--- src/fifo_tx_flags_pkg.sv ---
package fifo_tx_flags_pkg;

   // =====================================================
   // register indices, byte address is four times the index
   localparam logic [4:0] IDX_FLAG_CTRL = 5'h0e;
   localparam logic [4:0] IDX_THRESH    = 5'h0f;
   localparam logic [4:0] IDX_MODE      = 5'h10;
   localparam logic [4:0] IDX_LEVEL     = 5'h11;
   localparam logic [4:0] IDX_STATUS    = 5'h12;

   // =====================================================
   // fields of fifo_tx_flag_control
   localparam int BIT_FILL_METHOD = 7;
   localparam int BIT_FILL        = 6;
   localparam int BIT_TX_DONE     = 5;
   localparam int BIT_LAUNCH      = 4;
   localparam int BIT_LVL_EN      = 3;
   localparam int BIT_LVL_FLAG    = 2;
   localparam int BIT_LOCK        = 1;
   localparam int BIT_LOCK_EN     = 0;
   // field of status register
   localparam int BIT_OVERFLOW    = 0;

   // =====================================================
   // reset values
   localparam logic [7:0] FLAG_CTRL_RST = 8'h01;
   localparam logic [7:0] THRESH_RST    = 8'h00;
   localparam logic [1:0] MODE_RST      = 2'h0;
   localparam logic [6:0] LEVEL_RST     = 7'h0f;

   // =====================================================
   // data_handling_select encodings, 1x is packet mode
   localparam logic [1:0] DM_CONTINUOUS = 2'h0;
   localparam logic [1:0] DM_BUFFERED   = 2'h1;
   localparam int         DM_PACKET_BIT = 1;

   typedef enum logic {FILL_WAIT, FILL_ON} fill_state_e;

endpackage : fifo_tx_flags_pkg

--- src/sticky_flag.sv ---
`timescale 1ns/10ps

// set has priority over clear so no event is lost
module sticky_flag
(
   input  wire logic ref_clk,
   input  wire logic rst,
   input  wire logic set,
   input  wire logic clear,
   output logic      flag
);

   // =====================================================
   // flag storage
   wire next_flag = set | (flag & ~clear);

   always_ff @(posedge ref_clk)
   begin
      if (rst)
         flag <= 1'b0;
      else
         flag <= next_flag;
   end

endmodule : sticky_flag

--- src/level_sync.sv ---
`timescale 1ns/10ps

// two-stage synchroniser, only the second stage is read
module level_sync
(
   input  wire logic ref_clk,
   input  wire logic rst,
   input  wire logic async_in,
   output logic      sync_out
);

   logic meta;

   always_ff @(posedge ref_clk)
   begin
      if (rst)
      begin
         meta     <= 1'b0;
         sync_out <= 1'b0;
      end
      else
      begin
         meta     <= async_in;
         sync_out <= meta;
      end
   end

endmodule : level_sync

--- src/fifo_tx_irq_status_control.sv ---
// Functional notes
// RULE_01: auto trigger: sync word starts fifo loading
// RULE_02: manual trigger: loading follows written fill bit
// RULE_03: fill bit only in buffered mode, high while filling
// RULE_04: auto: write one clears, re-arms unless overflow
// RULE_05: manual: write one starts, zero stops filling
// RULE_06: tx finished flag set after last bit
// RULE_07: buffered, launch 0: start on full, nonempty irq
// RULE_08: launch 1: start when nonempty, nonempty irq
// RULE_09: packet, launch 0: start at level, level irq
// RULE_10: bit 3 enables signal-level source, resets zero
// RULE_11: signal-level flag sets above threshold, w1c
// RULE_12: lock flag shows lock, write one clears
// RULE_13: lock enable drives pin, else pin released
// RULE_14: 8-bit threshold, resets zero, signal scale
// RULE_15: mode select: 00 continuous, 01 buffered, 1x packet
// RULE_16: overflow flag, write one clears flag and fifo
// RULE_17: write zero keeps flags, flags stay until cleared
//
// Chosen here: the Avalon-MM interface to the registers.
`timescale 1ns/10ps

module fifo_tx_irq_status_control
#(
   parameter int COUNT_W = 7
)
(
   input  wire logic               ref_clk,
   input  wire logic               rst,
   // avalon-mm slave
   input  wire logic [6:0]         address,
   input  wire logic               read,
   input  wire logic               write,
   input  wire logic [3:0]         byteenable,
   input  wire logic [31:0]        writedata,
   output logic      [31:0]        readdata,
   output logic                    waitrequest,
   // data handler side
   input  wire logic               sync_detected,
   input  wire logic               fifo_overrun,
   input  wire logic               fifo_full,
   input  wire logic               fifo_empty,
   input  wire logic [COUNT_W-1:0] fifo_count,
   input  wire logic               tx_last_bit_out,
   input  wire logic [7:0]         signal_strength,
   input  wire logic               synth_locked_async,
   output logic                    fifo_fill_enable,
   output logic                    fifo_clear,
   output logic                    tx_start,
   output logic                    irq0,
   output logic                    lock_pin_out,
   output logic                    lock_pin_oe
);

   function automatic logic reg_hit(input logic [6:0] addr, input logic [4:0] idx);
      reg_hit = (addr[6:2] == idx) && (addr[1:0] == 2'h0);
   endfunction : reg_hit

   // =====================================================
   // bus handshake: one wait cycle, access at the low edge
   logic                      fill_method;
   logic                      launch;
   logic                      lvl_en;
   logic                      lock_en;
   logic [7:0]                threshold;
   logic [1:0]                data_mode;
   logic [COUNT_W-1:0]        queue_level_setting;
   fifo_tx_flags_pkg::fill_state_e fill_state;

   wire       access   = (read | write) & waitrequest;
   wire       wr_en    = write & ~waitrequest & byteenable[0];
   wire [7:0] wdata    = writedata[7:0];
   wire       wr_flag  = wr_en & reg_hit(address, fifo_tx_flags_pkg::IDX_FLAG_CTRL);
   wire       wr_thr   = wr_en & reg_hit(address, fifo_tx_flags_pkg::IDX_THRESH);
   wire       wr_mode  = wr_en & reg_hit(address, fifo_tx_flags_pkg::IDX_MODE);
   wire       wr_level = wr_en & reg_hit(address, fifo_tx_flags_pkg::IDX_LEVEL);
   wire       wr_stat  = wr_en & reg_hit(address, fifo_tx_flags_pkg::IDX_STATUS);

   // =====================================================
   // flags
   logic tx_done_flag;
   logic signal_level_flag;
   logic synth_lock_flag;
   logic overflow_flag;
   logic synth_locked;

   level_sync u_lock_sync
   (
      .ref_clk  (ref_clk),
      .rst      (rst),
      .async_in (synth_locked_async),
      .sync_out (synth_locked)
   );

   wire buffered   = (data_mode == fifo_tx_flags_pkg::DM_BUFFERED);
   wire packet     = data_mode[fifo_tx_flags_pkg::DM_PACKET_BIT];
   wire level_hit  = (fifo_count >= queue_level_setting);
   wire above_thr  = lvl_en & (signal_strength > threshold);              // [RULE_11] [RULE_14]
   wire clr_lvl    = wr_flag & wdata[fifo_tx_flags_pkg::BIT_LVL_FLAG];   // [RULE_17]
   wire clr_lock   = wr_flag & wdata[fifo_tx_flags_pkg::BIT_LOCK];
   wire clr_ovf    = wr_stat & wdata[fifo_tx_flags_pkg::BIT_OVERFLOW];   // [RULE_16]
   // tx done is read only: a new launch clears it
   wire next_tx_start;
   wire clr_tx     = next_tx_start & ~tx_start;

   sticky_flag u_tx_done
   (
      .ref_clk (ref_clk),
      .rst     (rst),
      .set     (tx_last_bit_out), // [RULE_06]
      .clear   (clr_tx),
      .flag    (tx_done_flag)
   );

   sticky_flag u_lvl
   (
      .ref_clk (ref_clk),
      .rst     (rst),
      .set     (above_thr),       // [RULE_10] [RULE_11]
      .clear   (clr_lvl),
      .flag    (signal_level_flag)
   );

   // locked level keeps re-setting, so a clear only sticks once lock is lost
   sticky_flag u_lock
   (
      .ref_clk (ref_clk),
      .rst     (rst),
      .set     (synth_locked),    // [RULE_12]
      .clear   (clr_lock),
      .flag    (synth_lock_flag)
   );

   sticky_flag u_ovf
   (
      .ref_clk (ref_clk),
      .rst     (rst),
      .set     (fifo_overrun),    // [RULE_16]
      .clear   (clr_ovf),
      .flag    (overflow_flag)
   );

   // =====================================================
   // fifo fill control
   wire wr_fill_one  = wr_flag & wdata[fifo_tx_flags_pkg::BIT_FILL];
   wire wr_fill_zero = wr_flag & ~wdata[fifo_tx_flags_pkg::BIT_FILL];
   wire fill_on      = (fill_state == fifo_tx_flags_pkg::FILL_ON);
   fifo_tx_flags_pkg::fill_state_e next_fill_state;

   always_comb
   begin
      next_fill_state = fill_state;
      case (fill_state)
         fifo_tx_flags_pkg::FILL_WAIT:
         begin
            if (!fill_method && buffered && sync_detected)
               next_fill_state = fifo_tx_flags_pkg::FILL_ON;      // [RULE_01] [RULE_03]
            else if (fill_method && wr_fill_one)
               next_fill_state = fifo_tx_flags_pkg::FILL_ON;      // [RULE_02] [RULE_05]
         end
         fifo_tx_flags_pkg::FILL_ON:
         begin
            // a sync word in the clearing cycle keeps the fifo filling
            if (!fill_method && wr_fill_one && !overflow_flag && !sync_detected)
               next_fill_state = fifo_tx_flags_pkg::FILL_WAIT;    // [RULE_04]
            else if (fill_method && wr_fill_zero)
               next_fill_state = fifo_tx_flags_pkg::FILL_WAIT;    // [RULE_05]
         end
         default:
            next_fill_state = fifo_tx_flags_pkg::FILL_WAIT;
      endcase
   end

   // =====================================================
   // transmit start and first interrupt line routing
   wire nonempty = ~fifo_empty;
   assign next_tx_start = buffered ? (launch ? nonempty : fifo_full)      // [RULE_07] [RULE_08]
                        : packet ? (launch ? nonempty : level_hit)        // [RULE_09] [RULE_15]
                        : 1'b0;
   wire next_irq0 = packet ? (launch ? nonempty : level_hit)               // [RULE_09]
                  : buffered ? nonempty                                    // [RULE_07] [RULE_08]
                  : 1'b0;

   // =====================================================
   // read data
   wire [7:0] rd_flag  = {fill_method, fill_on, tx_done_flag, launch,
                          lvl_en, signal_level_flag, synth_lock_flag, lock_en};
   wire [7:0] rd_level = {{(8 - COUNT_W){1'b0}}, queue_level_setting};
   wire [7:0] rd_byte  =
      reg_hit(address, fifo_tx_flags_pkg::IDX_FLAG_CTRL) ? rd_flag :
      reg_hit(address, fifo_tx_flags_pkg::IDX_THRESH)    ? threshold :
      reg_hit(address, fifo_tx_flags_pkg::IDX_MODE)      ? {6'h00, data_mode} :
      reg_hit(address, fifo_tx_flags_pkg::IDX_LEVEL)     ? rd_level :
      reg_hit(address, fifo_tx_flags_pkg::IDX_STATUS)    ? {7'h00, overflow_flag} :
      8'h00;

   // =====================================================
   // registers
   always_ff @(posedge ref_clk)
   begin
      if (rst)
      begin
         waitrequest <= 1'b1;
         readdata    <= 32'h0000_0000;
      end
      else
      begin
         waitrequest <= ~access;
         if (access && read)
            readdata <= {24'h00_0000, rd_byte};
      end
   end

   always_ff @(posedge ref_clk)
   begin
      if (rst)
      begin
         fill_method <= fifo_tx_flags_pkg::FLAG_CTRL_RST[fifo_tx_flags_pkg::BIT_FILL_METHOD];
         launch      <= fifo_tx_flags_pkg::FLAG_CTRL_RST[fifo_tx_flags_pkg::BIT_LAUNCH];
         lvl_en      <= fifo_tx_flags_pkg::FLAG_CTRL_RST[fifo_tx_flags_pkg::BIT_LVL_EN];
         lock_en     <= fifo_tx_flags_pkg::FLAG_CTRL_RST[fifo_tx_flags_pkg::BIT_LOCK_EN];
      end
      else if (wr_flag)
      begin
         fill_method <= wdata[fifo_tx_flags_pkg::BIT_FILL_METHOD];
         launch      <= wdata[fifo_tx_flags_pkg::BIT_LAUNCH];
         lvl_en      <= wdata[fifo_tx_flags_pkg::BIT_LVL_EN];          // [RULE_10]
         lock_en     <= wdata[fifo_tx_flags_pkg::BIT_LOCK_EN];
      end
   end

   always_ff @(posedge ref_clk)
   begin
      if (rst)
      begin
         threshold           <= fifo_tx_flags_pkg::THRESH_RST;         // [RULE_14]
         data_mode           <= fifo_tx_flags_pkg::MODE_RST;
         queue_level_setting <= COUNT_W'(fifo_tx_flags_pkg::LEVEL_RST);
      end
      else
      begin
         if (wr_thr)
            threshold <= wdata;                                         // [RULE_14]
         if (wr_mode)
            data_mode <= wdata[1:0];                                    // [RULE_15]
         if (wr_level)
            queue_level_setting <= wdata[COUNT_W-1:0];
      end
   end

   always_ff @(posedge ref_clk)
   begin
      if (rst)
      begin
         fill_state       <= fifo_tx_flags_pkg::FILL_WAIT;
         fifo_fill_enable <= 1'b0;
         fifo_clear       <= 1'b0;
         tx_start         <= 1'b0;
         irq0             <= 1'b0;
         lock_pin_out     <= 1'b0;
         lock_pin_oe      <= 1'b0;
      end
      else
      begin
         fill_state       <= next_fill_state;
         fifo_fill_enable <= buffered & fill_on;                        // [RULE_03]
         fifo_clear       <= clr_ovf;                                   // [RULE_16]
         tx_start         <= next_tx_start;
         irq0             <= next_irq0;
         lock_pin_out     <= synth_lock_flag & lock_en;                 // [RULE_13]
         lock_pin_oe      <= lock_en;                                   // [RULE_13]
      end
   end
endmodule : fifo_tx_irq_status_control

--- config.mk ---
export PLATFORM = sky130hd
export DESIGN_NAME = fifo_tx_irq_status_control
export DESIGN_NICKNAME = d
export VERILOG_FILES = /design/src/fifo_tx_flags_pkg.sv /design/src/sticky_flag.sv /design/src/level_sync.sv /design/src/fifo_tx_irq_status_control.sv
export SDC_FILE = /design/constraint.sdc
export NUM_CORES = 1
export LEC_CHECK = 0
export BUFFER_PORTS_ARGS = -buffer_cell sky130_fd_sc_hd__buf_4
export CORE_MARGIN = 5
export CORE_UTILIZATION = 42
export CTS_BUF_LIST = sky130_fd_sc_hd__clkbuf_4 sky130_fd_sc_hd__clkbuf_8 sky130_fd_sc_hd__clkbuf_16
export DETAILED_ROUTE_END_ITERATION = 6
export PLACE_DENSITY = 0.87
export SYNTH_ARGS = -nofsm -noshare
export SYNTH_HDL_FRONTEND = slang
export SYNTH_SLANG_ARGS = --single-unit
export TNS_END_PERCENT = 1
--- constraint.sdc ---
create_clock -name ref_clk -period 1.6 [get_ports ref_clk]
set_input_delay 0.16 -clock ref_clk [delete_from_list [all_inputs] [get_ports ref_clk]]
set_output_delay 0.16 -clock ref_clk [all_outputs]
set_load 0.005 [all_outputs]
==> flow_metrics.tcl, run 1 <==
set metrics [dict create \
    status "finished clean" \
    grt_pass1_vias 1991 \
    vias_per_cell 5.08 \
    finalNonFillerCells 406 \
    regArea_um2 866 \
    cts_buffers 5 \
    start_util_pct 42.9 \
    hold_buffers 0 \
    syn_area_per_cell_um2 8.80 \
    detail-route-antenna-nets 0 \
    clkTransAtPathRegs_ps 80 \
    start_kind "flop" \
    final_nets 416 \
    drive_gt1_share_pct 28.7 \
    synthToLayoutAreaGrowth_pct 28.0 \
    dp_cells 398 \
    whs_ps 74.0 \
    fill_cells 478 \
    power_mw 2.07 \
    coreArea_um2 5440 \
    die_w_um 84.5 \
    min_period_ps 1560 \
    pre_cts_ws_ps -109 \
    leakagePower_nw 1.24 \
    use_met2_pct 25.6 \
    hold_viol 0 \
    grt_util_met3_pct 6.08 \
    ir_drop_v 0.000397 \
    critPathCaptureType "flop" \
    dp_hpwl_um 4450 \
    arrival_ps 1740 \
    htreeDepth 2 \
    synth.most_common_cell "dfxtp_1" \
    synthFlopType "dfxtp_1" \
    async_reset_ff_share_pct 0 \
    hp-start "read" \
    ys_ff_latch 43 \
    power_density_nw_per_um2 694 \
    fmax_mhz 640 \
    dpl_cell_area_um2 2840 \
    synth_cells 265 \
    hold_path_depth 2 \
    syn-cell-area_um2 2330 \
    period_share_pct 97.7 \
    crit_type "flop to flop" \
    r2r_setup_slack_ps 40 \
    drc 0 \
    ys_top_cells_by_count "dfxtp_1 (43), nor2_1 (29), buf_4 (24), mux2i_1 (24), inv_1 (17)" \
    yosysSeqAreaShare_pct 36.9 \
    grt_max_degree 33 \
    clock-root-buffer "clkbuf_8" \
    finalMaxSlewViolations 0 \
    cp-startpoint "queue_level_setting[0]" \
    timing.rr.end "irq0" \
    r2r_cells 6 \
    io_buffers 55 \
    yosysTopAreaCell "dfxtp_1" \
    finalClockSkew_ps 5.18 \
    drtPass1Iterations 4 \
    drt_iter0_markers 129 \
    place.gp.congestion 0.874 \
    required_ps 1780 \
    fin_ws_ps 36.4 \
    grt_overflow_total 0 \
    utilization_pct 54.9 \
    worstReg2RegStart "queue_level_setting[0]" \
    busiest_layer "met2" \
    cts_setup_buffers 0 \
    io_pins 107 \
    rsz0062_at_grt "yes" \
    yosysTopAreaCellShare_pct 36.9 \
    antenna_cells 0 \
    ctsLongestPathBuffers 2 \
    maxCapViolCount 0 \
    row_count 27 \
    ys_warn_count 0 \
    synth_edf_count 0 \
    hold_class "input pin to flop" \
    die-area_um2 7140 \
    synth_area_leaders "dfxtp_1 (37%), mux2i_1 (10%), ha_1 (8.0%)" \
    cts.sinks 43 \
    multi_input_area_um2 1330 \
    chipHeight_um 84.5 \
    grt_use_met1_pct 18.5 \
    antenna_found_initial 0 \
    grt_pass1_wl_um 9050 \
    cts_tree "built" \
    vias 2064 \
    min_delay_worst_endpoint "waitrequest" \
    cp_max_fo 3 \
    clkLatencyLatePin_ps 300 \
    wl_per_cell_um 14.7 \
    routed_wl_um 5960 \
    grt_usage_pct 15.7 \
    setup_viol 0 \
    design_area_um2 2990 \
    synth.distinct_cells 42 \
    fin_tns_setup_ps 0 \
]
## kinds of logic after synthesis
kind of cell,after synthesis,synth area share [%]
buf+inv,50,12.1
fa+ha+maj,15,8.05
flops,43,36.9
mux,25,10.8
simple gates,77,18.0
other cells,1,0.161
compound gates,54,14.0
## report_power, final
group / internal [mW] / total, mW / switching [mW] / leakage (nW)
registers: 1.09 / 1.10 / 0.0118 / 0.350
logic: 0.137 / 0.274 / 0.137 / 0.849
clock network: 0.322 / 0.698 / 0.376 / 0.0446
total: 1.55 / 2.07 / 0.525 / 1.24
## worst max-delay path, cell delays in order, from the launching register on
cell and delay [ps]:
dfxtp_2 340, ha_1 260, nand2b_1 150, a211oi_2 240, o32ai_2 110, o31ai_1 260
a21oi_1 100
## per-layer routing
metal	vias to the layer above	share of wire, %
met5	-	0
met4	0	2.0
met3	10	9.3
met2	81	48
met1	949	41
li1	1024	-
## placed cells by master, fill, tap and decap left out, types with 2 or more instances in the layout
master and n:
nor2_1 29, dfxtp_2 4, buf_4 69, nor4_2 2
inv_1 17, a211oi_2 2, nand2b_1 2, a21oi_1 12
clkbuf_8 5, nand3b_1 3, dfxtp_1 39, conb_1 24
ha_1 14, o22ai_1 3, nand3_1 4, nor2b_1 4
o31ai_1 2, nand4b_1 2, a31oi_1 6, a22oi_1 3
mux2i_1 24, nand4_1 3, nor3_1 5, and2_1 5
o21ai_0 15, nand2_1 11, o211ai_1 5
## repair_timing
item | 4_1_cts | 5_1_grt
resized for setup | 1 | 12
pin swaps | 0 | 5
setup endpoints to repair | 2 | 7
## state kept, by name (all words and copies together), names as in the netlist, 2 cells and up
name,flops
data_mode,2
threshold,8
queue_level_setting,7
readdata,8
## cell type report
cell class                      count  area share [%]
Sequential cell                    43            29.0
Multi-Input combinational cell    195            44.5
Inverter                           17            2.14
Timing Repair Buffer               71            18.4
Tap cell                           72            3.02
Clock inverter                      2           0.419
Clock buffer                        6            2.56
## worst max path at each step
stage	endpoint	slack, ps	depth (start not counted)
after global routing	u_lvl.flag	-30	7
after global placement	data_mode[1]	-100	6
final	irq0	40	6
after detailed placement	queue_level_setting[0]	-110	6
after CTS	u_tx_done.flag	-20	7
after floorplan	queue_level_setting[0]	-30	5
Power figures use the tool's default switching activity.
==> run 2, diff against run 1 <==
- CAP_MARGIN: unset -> 25
- clock period: 1.6 -> 1.41 ns (I/O delays scaled with it)
==> run 2 against run 1 <==
  * The run now ends with setup timing left
  * First-iteration DRC count grew 48%
  * Critical path depth is 1 higher
  * Register-to-register slack worse by 80 ps
  * Final cell count up 4.4%
  * Wire length increased by 11%
  * Total power grew 25%
  * Combinational power grew 29%
  * Sequential power up 14%
  * Fmax up 7.6%
  * Utilization up 5.0 points
  * Clock power increased by 43%
  * Critical path type unchanged
  * Largest cell class unchanged
  * Highest routed layer unchanged
==> flow_metrics.tcl, run 2 (same netlist as run 1, synthesis figures left out) <==
set metrics [dict create \
    status "finished, violations left" \
    violations "setup timing" \
    arrival_ps 1630 \
    grt_pass1_vias 2263 \
    critPathCaptureType "flop" \
    dp_cells 414 \
    multi_input_area_um2 1430 \
    fill_cells 442 \
    antenna_found_initial 0 \
    dpl_cell_area_um2 2960 \
    cts_buffers 5 \
    final_cell_mix "buf_4 (86), dfxtp_1 (35), nor2_1 (29)" \
    cpLargestDelayFamily "compound AO/OA/AOI/OAI gates" \
    ir_drop_v 0.000400 \
    io_pins 107 \
    place.gp.congestion 0.927 \
    finalNonFillerCells 424 \
    drc 0 \
    fmax_mhz 688 \
    critPathMaxStageDelay_ps 340 \
    dp_hpwl_um 4870 \
    vias 2219 \
    pre_cts_ws_ps -278 \
    grt_overflow_total 0 \
    hold_viol 0 \
    vias_per_cell 5.23 \
    finalClockSkew_ps 3.18 \
    drive_gt1_share_pct 37.5 \
    antenna_cells 0 \
    final_common_cell "buf_4" \
    slowest_stage "dfxtp_2" \
    regArea_um2 871 \
    rsz0062_at_grt "yes" \
    r2r_setup_slack_ps -40 \
    htreeDepth 2 \
    required_ps 1580 \
    grt_pass1_wl_um 10600 \
    final_nets 434 \
    cts.sinks 43 \
    clock-root-buffer "clkbuf_8" \
    drt_iter0_markers 191 \
    detail-route-antenna-nets 0 \
    grt_usage_pct 18.6 \
    maxCapViolCount 0 \
    clkLatencyLatePin_ps 300 \
    crit_chain "inv_2 -> ha_4 -> a21o_1 -> a21oi_2 -> o32ai_1 -> o31ai_1 -> a21oi_1" \
    die-area_um2 7140 \
    finalMaxSlewViolations 0 \
    crit_type "flop to flop" \
    setup_viol 4 \
    drtPass1Iterations 6 \
    reg_top3 "readdata: 8 flops, threshold: 8 flops, queue_level_setting: 7 flops" \
    fin_ws_ps -43.0 \
    row_count 27 \
    min_period_ps 1450 \
    grt_max_degree 33 \
    power_mw 2.60 \
    synthToLayoutAreaGrowth_pct 39.8 \
    leakagePower_nw 1.36 \
    cp_max_fo 2 \
    wl_per_cell_um 15.6 \
    power_density_nw_per_um2 797 \
    cts_tree "built" \
    hold_class "input pin to flop" \
    design_area_um2 3260 \
    coreArea_um2 5440 \
    start_kind "flop" \
    start_util_pct 42.9 \
    ctsLongestPathBuffers 2 \
    cp_num_buf_inv 1 \
    die_w_um 84.5 \
    routed_wl_um 6610 \
    chipHeight_um 84.5 \
    io_buffers 55 \
    period_share_pct 103 \
    clkTransAtPathRegs_ps 80 \
]
[run 2: cell count changes in the layout (fill, tap and decap cells not counted), moves of 4 or more]
cell	change
dfxtp_1	-4
buf_4	+17
dfxtp_2	+4
inv_1	-4
inv_2	+4
ha_1	-5
ha_4	+5
[run 2: area by class of cell]
cell class,instances,area share (%)
clock buffers,6,2.53
clock inverters,2,1.07
inverters,17,1.96
multi-input cells,195,43.8
flip-flops and latches,43,26.7
well taps,72,2.76
repair buffers,89,21.1
[run 2: metrics by stage]
step	setup TNS, ps	hold slack (ps)	utilization, %
6_report	-71.1	49.3	59.9
2_1_floorplan	-3600	219	-
5_1_grt	-1050	69.9	59.9
3_5_place_dp	-4090	362	54.4
4_1_cts	-182	53.5	58.6
3_3_place_gp	-3110	357	54.4
[run 2: report_power, final]
group	leakage, nW	total [mW]	switching, mW	internal [mW]
clock network	0.0612	0.997	0.424	0.573
logic	0.952	0.354	0.174	0.180
registers	0.350	1.25	0.0129	1.23
[run 2: layer usage]
layer	up-vias	track usage (%)	wire length, um
li1	1058	-	-
met4	0	7.63	161
met2	94	31.7	3240
met3	18	5.30	498
met5	-	0	0
met1	1049	21.8	2720
[run 2: final timing paths]
path                          startpoint              endpoint  cells after the start
hold reg to reg         u_lock_sync.meta  u_lock_sync.sync_out                      1
hold / removal                      read           waitrequest                      2
setup reg to reg  queue_level_setting[4]                  irq0                      7
setup / recovery  queue_level_setting[4]                  irq0                      7
[run 2: timing repair]
item                       CTS  global route
resized for setup           20            13
hold buffers                 0             0
buffers inserted             1             1
pin swaps                   14            12
hold endpoints to repair     0             0
setup endpoints to repair    9            28
[run 2: worst register-to-register path, stage by stage, from the launching register on]
cell and delay, ps:
dfxtp_2 340, inv_2 50, ha_4 210, a21o_1 160
a21oi_2 180, o32ai_1 90, o31ai_1 220, a21oi_1 100
==> run 3, diff against run 2 <==
- ABC_CLOCK_PERIOD_IN_PS: unset -> 1690
- CORE_UTILIZATION: 42 -> 50
- PLACE_DENSITY: 0.87 -> 0.95
- clock period: 1.41 -> 1.69 ns (I/O delays scaled with it)
==> run 3 against run 2 <==
  * The flow now finishes without violations
  * Hold slack improved by 31 ps
  * Global-route usage increased by 0.42 points
  * Design area decreased by 11%
  * Worst setup slack improved by 82 ps
  * Register-to-register slack improved by 80 ps
  * Largest power group unchanged
==> flow_metrics.tcl, run 3 (same netlist as run 1, synthesis figures left out) <==
set metrics [dict create \
    detail-route-antenna-nets 0 \
    vias 2137 \
    fin_ws_ps 38.5 \
    multi_input_area_um2 1310 \
    grt_overflow_total 0 \
    status "finished clean" \
    crit_chain "ha_1 -> nand2b_1 -> a211oi_2 -> o32ai_1 -> o31ai_1 -> a21oi_1" \
    reg_top3 "readdata: 8 flops, threshold: 8 flops, queue_level_setting: 7 flops" \
    arrival_ps 1830 \
    grt_max_degree 27 \
    clkLatencyLatePin_ps 290 \
    critPathCaptureType "flop" \
    p_switching_mw 0.474 \
    io_buffers 55 \
    die-area_um2 6130 \
    ir_drop_v 0.000391 \
    r2r_cells 6 \
    grt_pass1_wl_um 9390 \
    regArea_um2 862 \
    power_frac_clock_pct 33.4 \
    start_kind "flop" \
    drc 0 \
    synthToLayoutAreaGrowth_pct 24.5 \
    required_ps 1870 \
    leakagePower_nw 1.23 \
    finalClockSkew_ps 7.34 \
    drive_gt1_share_pct 26.3 \
    hold_buffers 0 \
    fmax_mhz 606 \
    die_w_um 78.3 \
    drt_iter0_markers 316 \
    dp_hpwl_um 4590 \
    htreeDepth 2 \
    cts_tree "built" \
    worstReg2RegStart "queue_level_setting[0]" \
    wl_per_cell_um 15.7 \
    maxCapViolCount 0 \
    coreArea_um2 4440 \
    final_nets 413 \
    place.gp.congestion 0.857 \
    cp_max_fo 3 \
    grt_usage_pct 19.0 \
    clkTransAtPathRegs_ps 80 \
    clock-root-buffer "clkbuf_8" \
    rsz0062_at_grt "yes" \
    io_pins 107 \
    antenna_cells 0 \
    antenna_found_initial 0 \
    sw_frac_of_total_pct 24.2 \
    finalMaxSlewViolations 0 \
    final_cell_mix "buf_4 (68), dfxtp_1 (42), nor2_1 (29)" \
    routed_wl_um 6020 \
    vias_per_cell 5.58 \
    period_share_pct 97.7 \
    sequentialPowerShare_pct 53.3 \
    grt_pass1_vias 2059 \
    final_common_cell "buf_4" \
    setup_viol 0 \
    ctsLongestPathBuffers 2 \
    pre_cts_ws_ps -25.4 \
    hold_class "input pin to flop" \
    hold_viol 0 \
    chipHeight_um 78.3 \
    cts.sinks 43 \
    pwr-share-comb_pct 13.3 \
    hold_path_depth 3 \
    r2r_setup_slack_ps 40 \
    timing.rr.end "irq0" \
    power_density_nw_per_um2 673 \
    cts_buffers 5 \
    internal-power_mw 1.48 \
    fill_cells 381 \
    start_util_pct 52.5 \
    drtPass1Iterations 7 \
    crit_type "flop to flop" \
    min_delay_worst_endpoint "u_ovf.flag" \
    fin_tns_setup_ps 0 \
    slowest_stage "dfxtp_1" \
    min_period_ps 1650 \
    critPathMaxStageDelay_ps 330 \
    hp-start "fifo_overrun" \
    row_count 24 \
]
## run 3: cell types whose count changed in the layout (fill, tap and decap cells not counted), moves of 4 or more
cell / previous run / this run
ha_1: 9 / 15
inv_2: 4 / 0
dfxtp_1: 35 / 42
inv_1: 13 / 17
ha_4: 6 / 0
dfxtp_2: 8 / 1
buf_4: 86 / 68
## run 3: worst max path at each step
stage | from | to | cells past startpoint
3_5_place_dp | address[4] | queue_level_setting[5] | 6
3_3_place_gp | address[4] | queue_level_setting[6] | 6
4_1_cts | queue_level_setting[4] | irq0 | 7
2_1_floorplan | address[4] | queue_level_setting[0] | 5
5_1_grt | queue_level_setting[0] | irq0 | 6
6_report | queue_level_setting[0] | irq0 | 6
## run 3: stage by stage
stage               total power, mW  hold slack [ps]  cells  cell area (um2)  utilization [%]
floorplan                      1.21              247    288             2420                -
global placement               1.30              378    373             2760             62.1
detailed placement             1.31              380    373             2760             62.1
CTS                            1.95             73.6    381             2860             64.4
global route                   2.04             85.3    383             2900             65.3
finish                         1.95             80.8    383             2900             65.3
## run 3: repair_timing
item,in CTS,in global routing
resized for setup,2,5
setup buffers,0,2
pin swaps,0,3
setup endpoints to repair,1,6
## run 3: final cells by class
cell class / count / share of cell area [%]
multi-input combinational: 195 / 45.2
sequential: 43 / 29.7
timing repair buffer: 68 / 17.6
clock buffer: 7 / 2.89
tap: 52 / 2.24
inverter: 17 / 2.20
clock inverter: 1 / 0.172
## run 3: power by group through the flow
stage	logic (mW)	clock network, mW	registers [mW]
CTS	0.248	0.666	1.04
floorplan	0.149	0	1.06
detailed placement	0.244	0	1.06
global route	0.285	0.714	1.04
finish	0.260	0.653	1.04
global placement	0.237	0	1.06
## run 3: layer usage
| layer | up-vias | track usage (%) | routed length, um | share of wire (%) |
|---|---|---|---|---|
| met2 | 117 | 31.6 | 2970 | 49 |
| met5 | - | 0 | 0 | 0 |
| met4 | 0 | 8.92 | 148 | 2.5 |
| li1 | 1013 | - | - | - |
| met3 | 20 | 5.49 | 491 | 8.2 |
| met1 | 987 | 22.6 | 2400 | 40 |
## run 3: worst max-delay path, delay by kind of cell (launching register included)
family                     cells  cell delay (ps)
and+or+nand+nor                1              170
AOI/OAI and AO/OA              4              780
adders and majority gates      1              260
DFF                            1              330
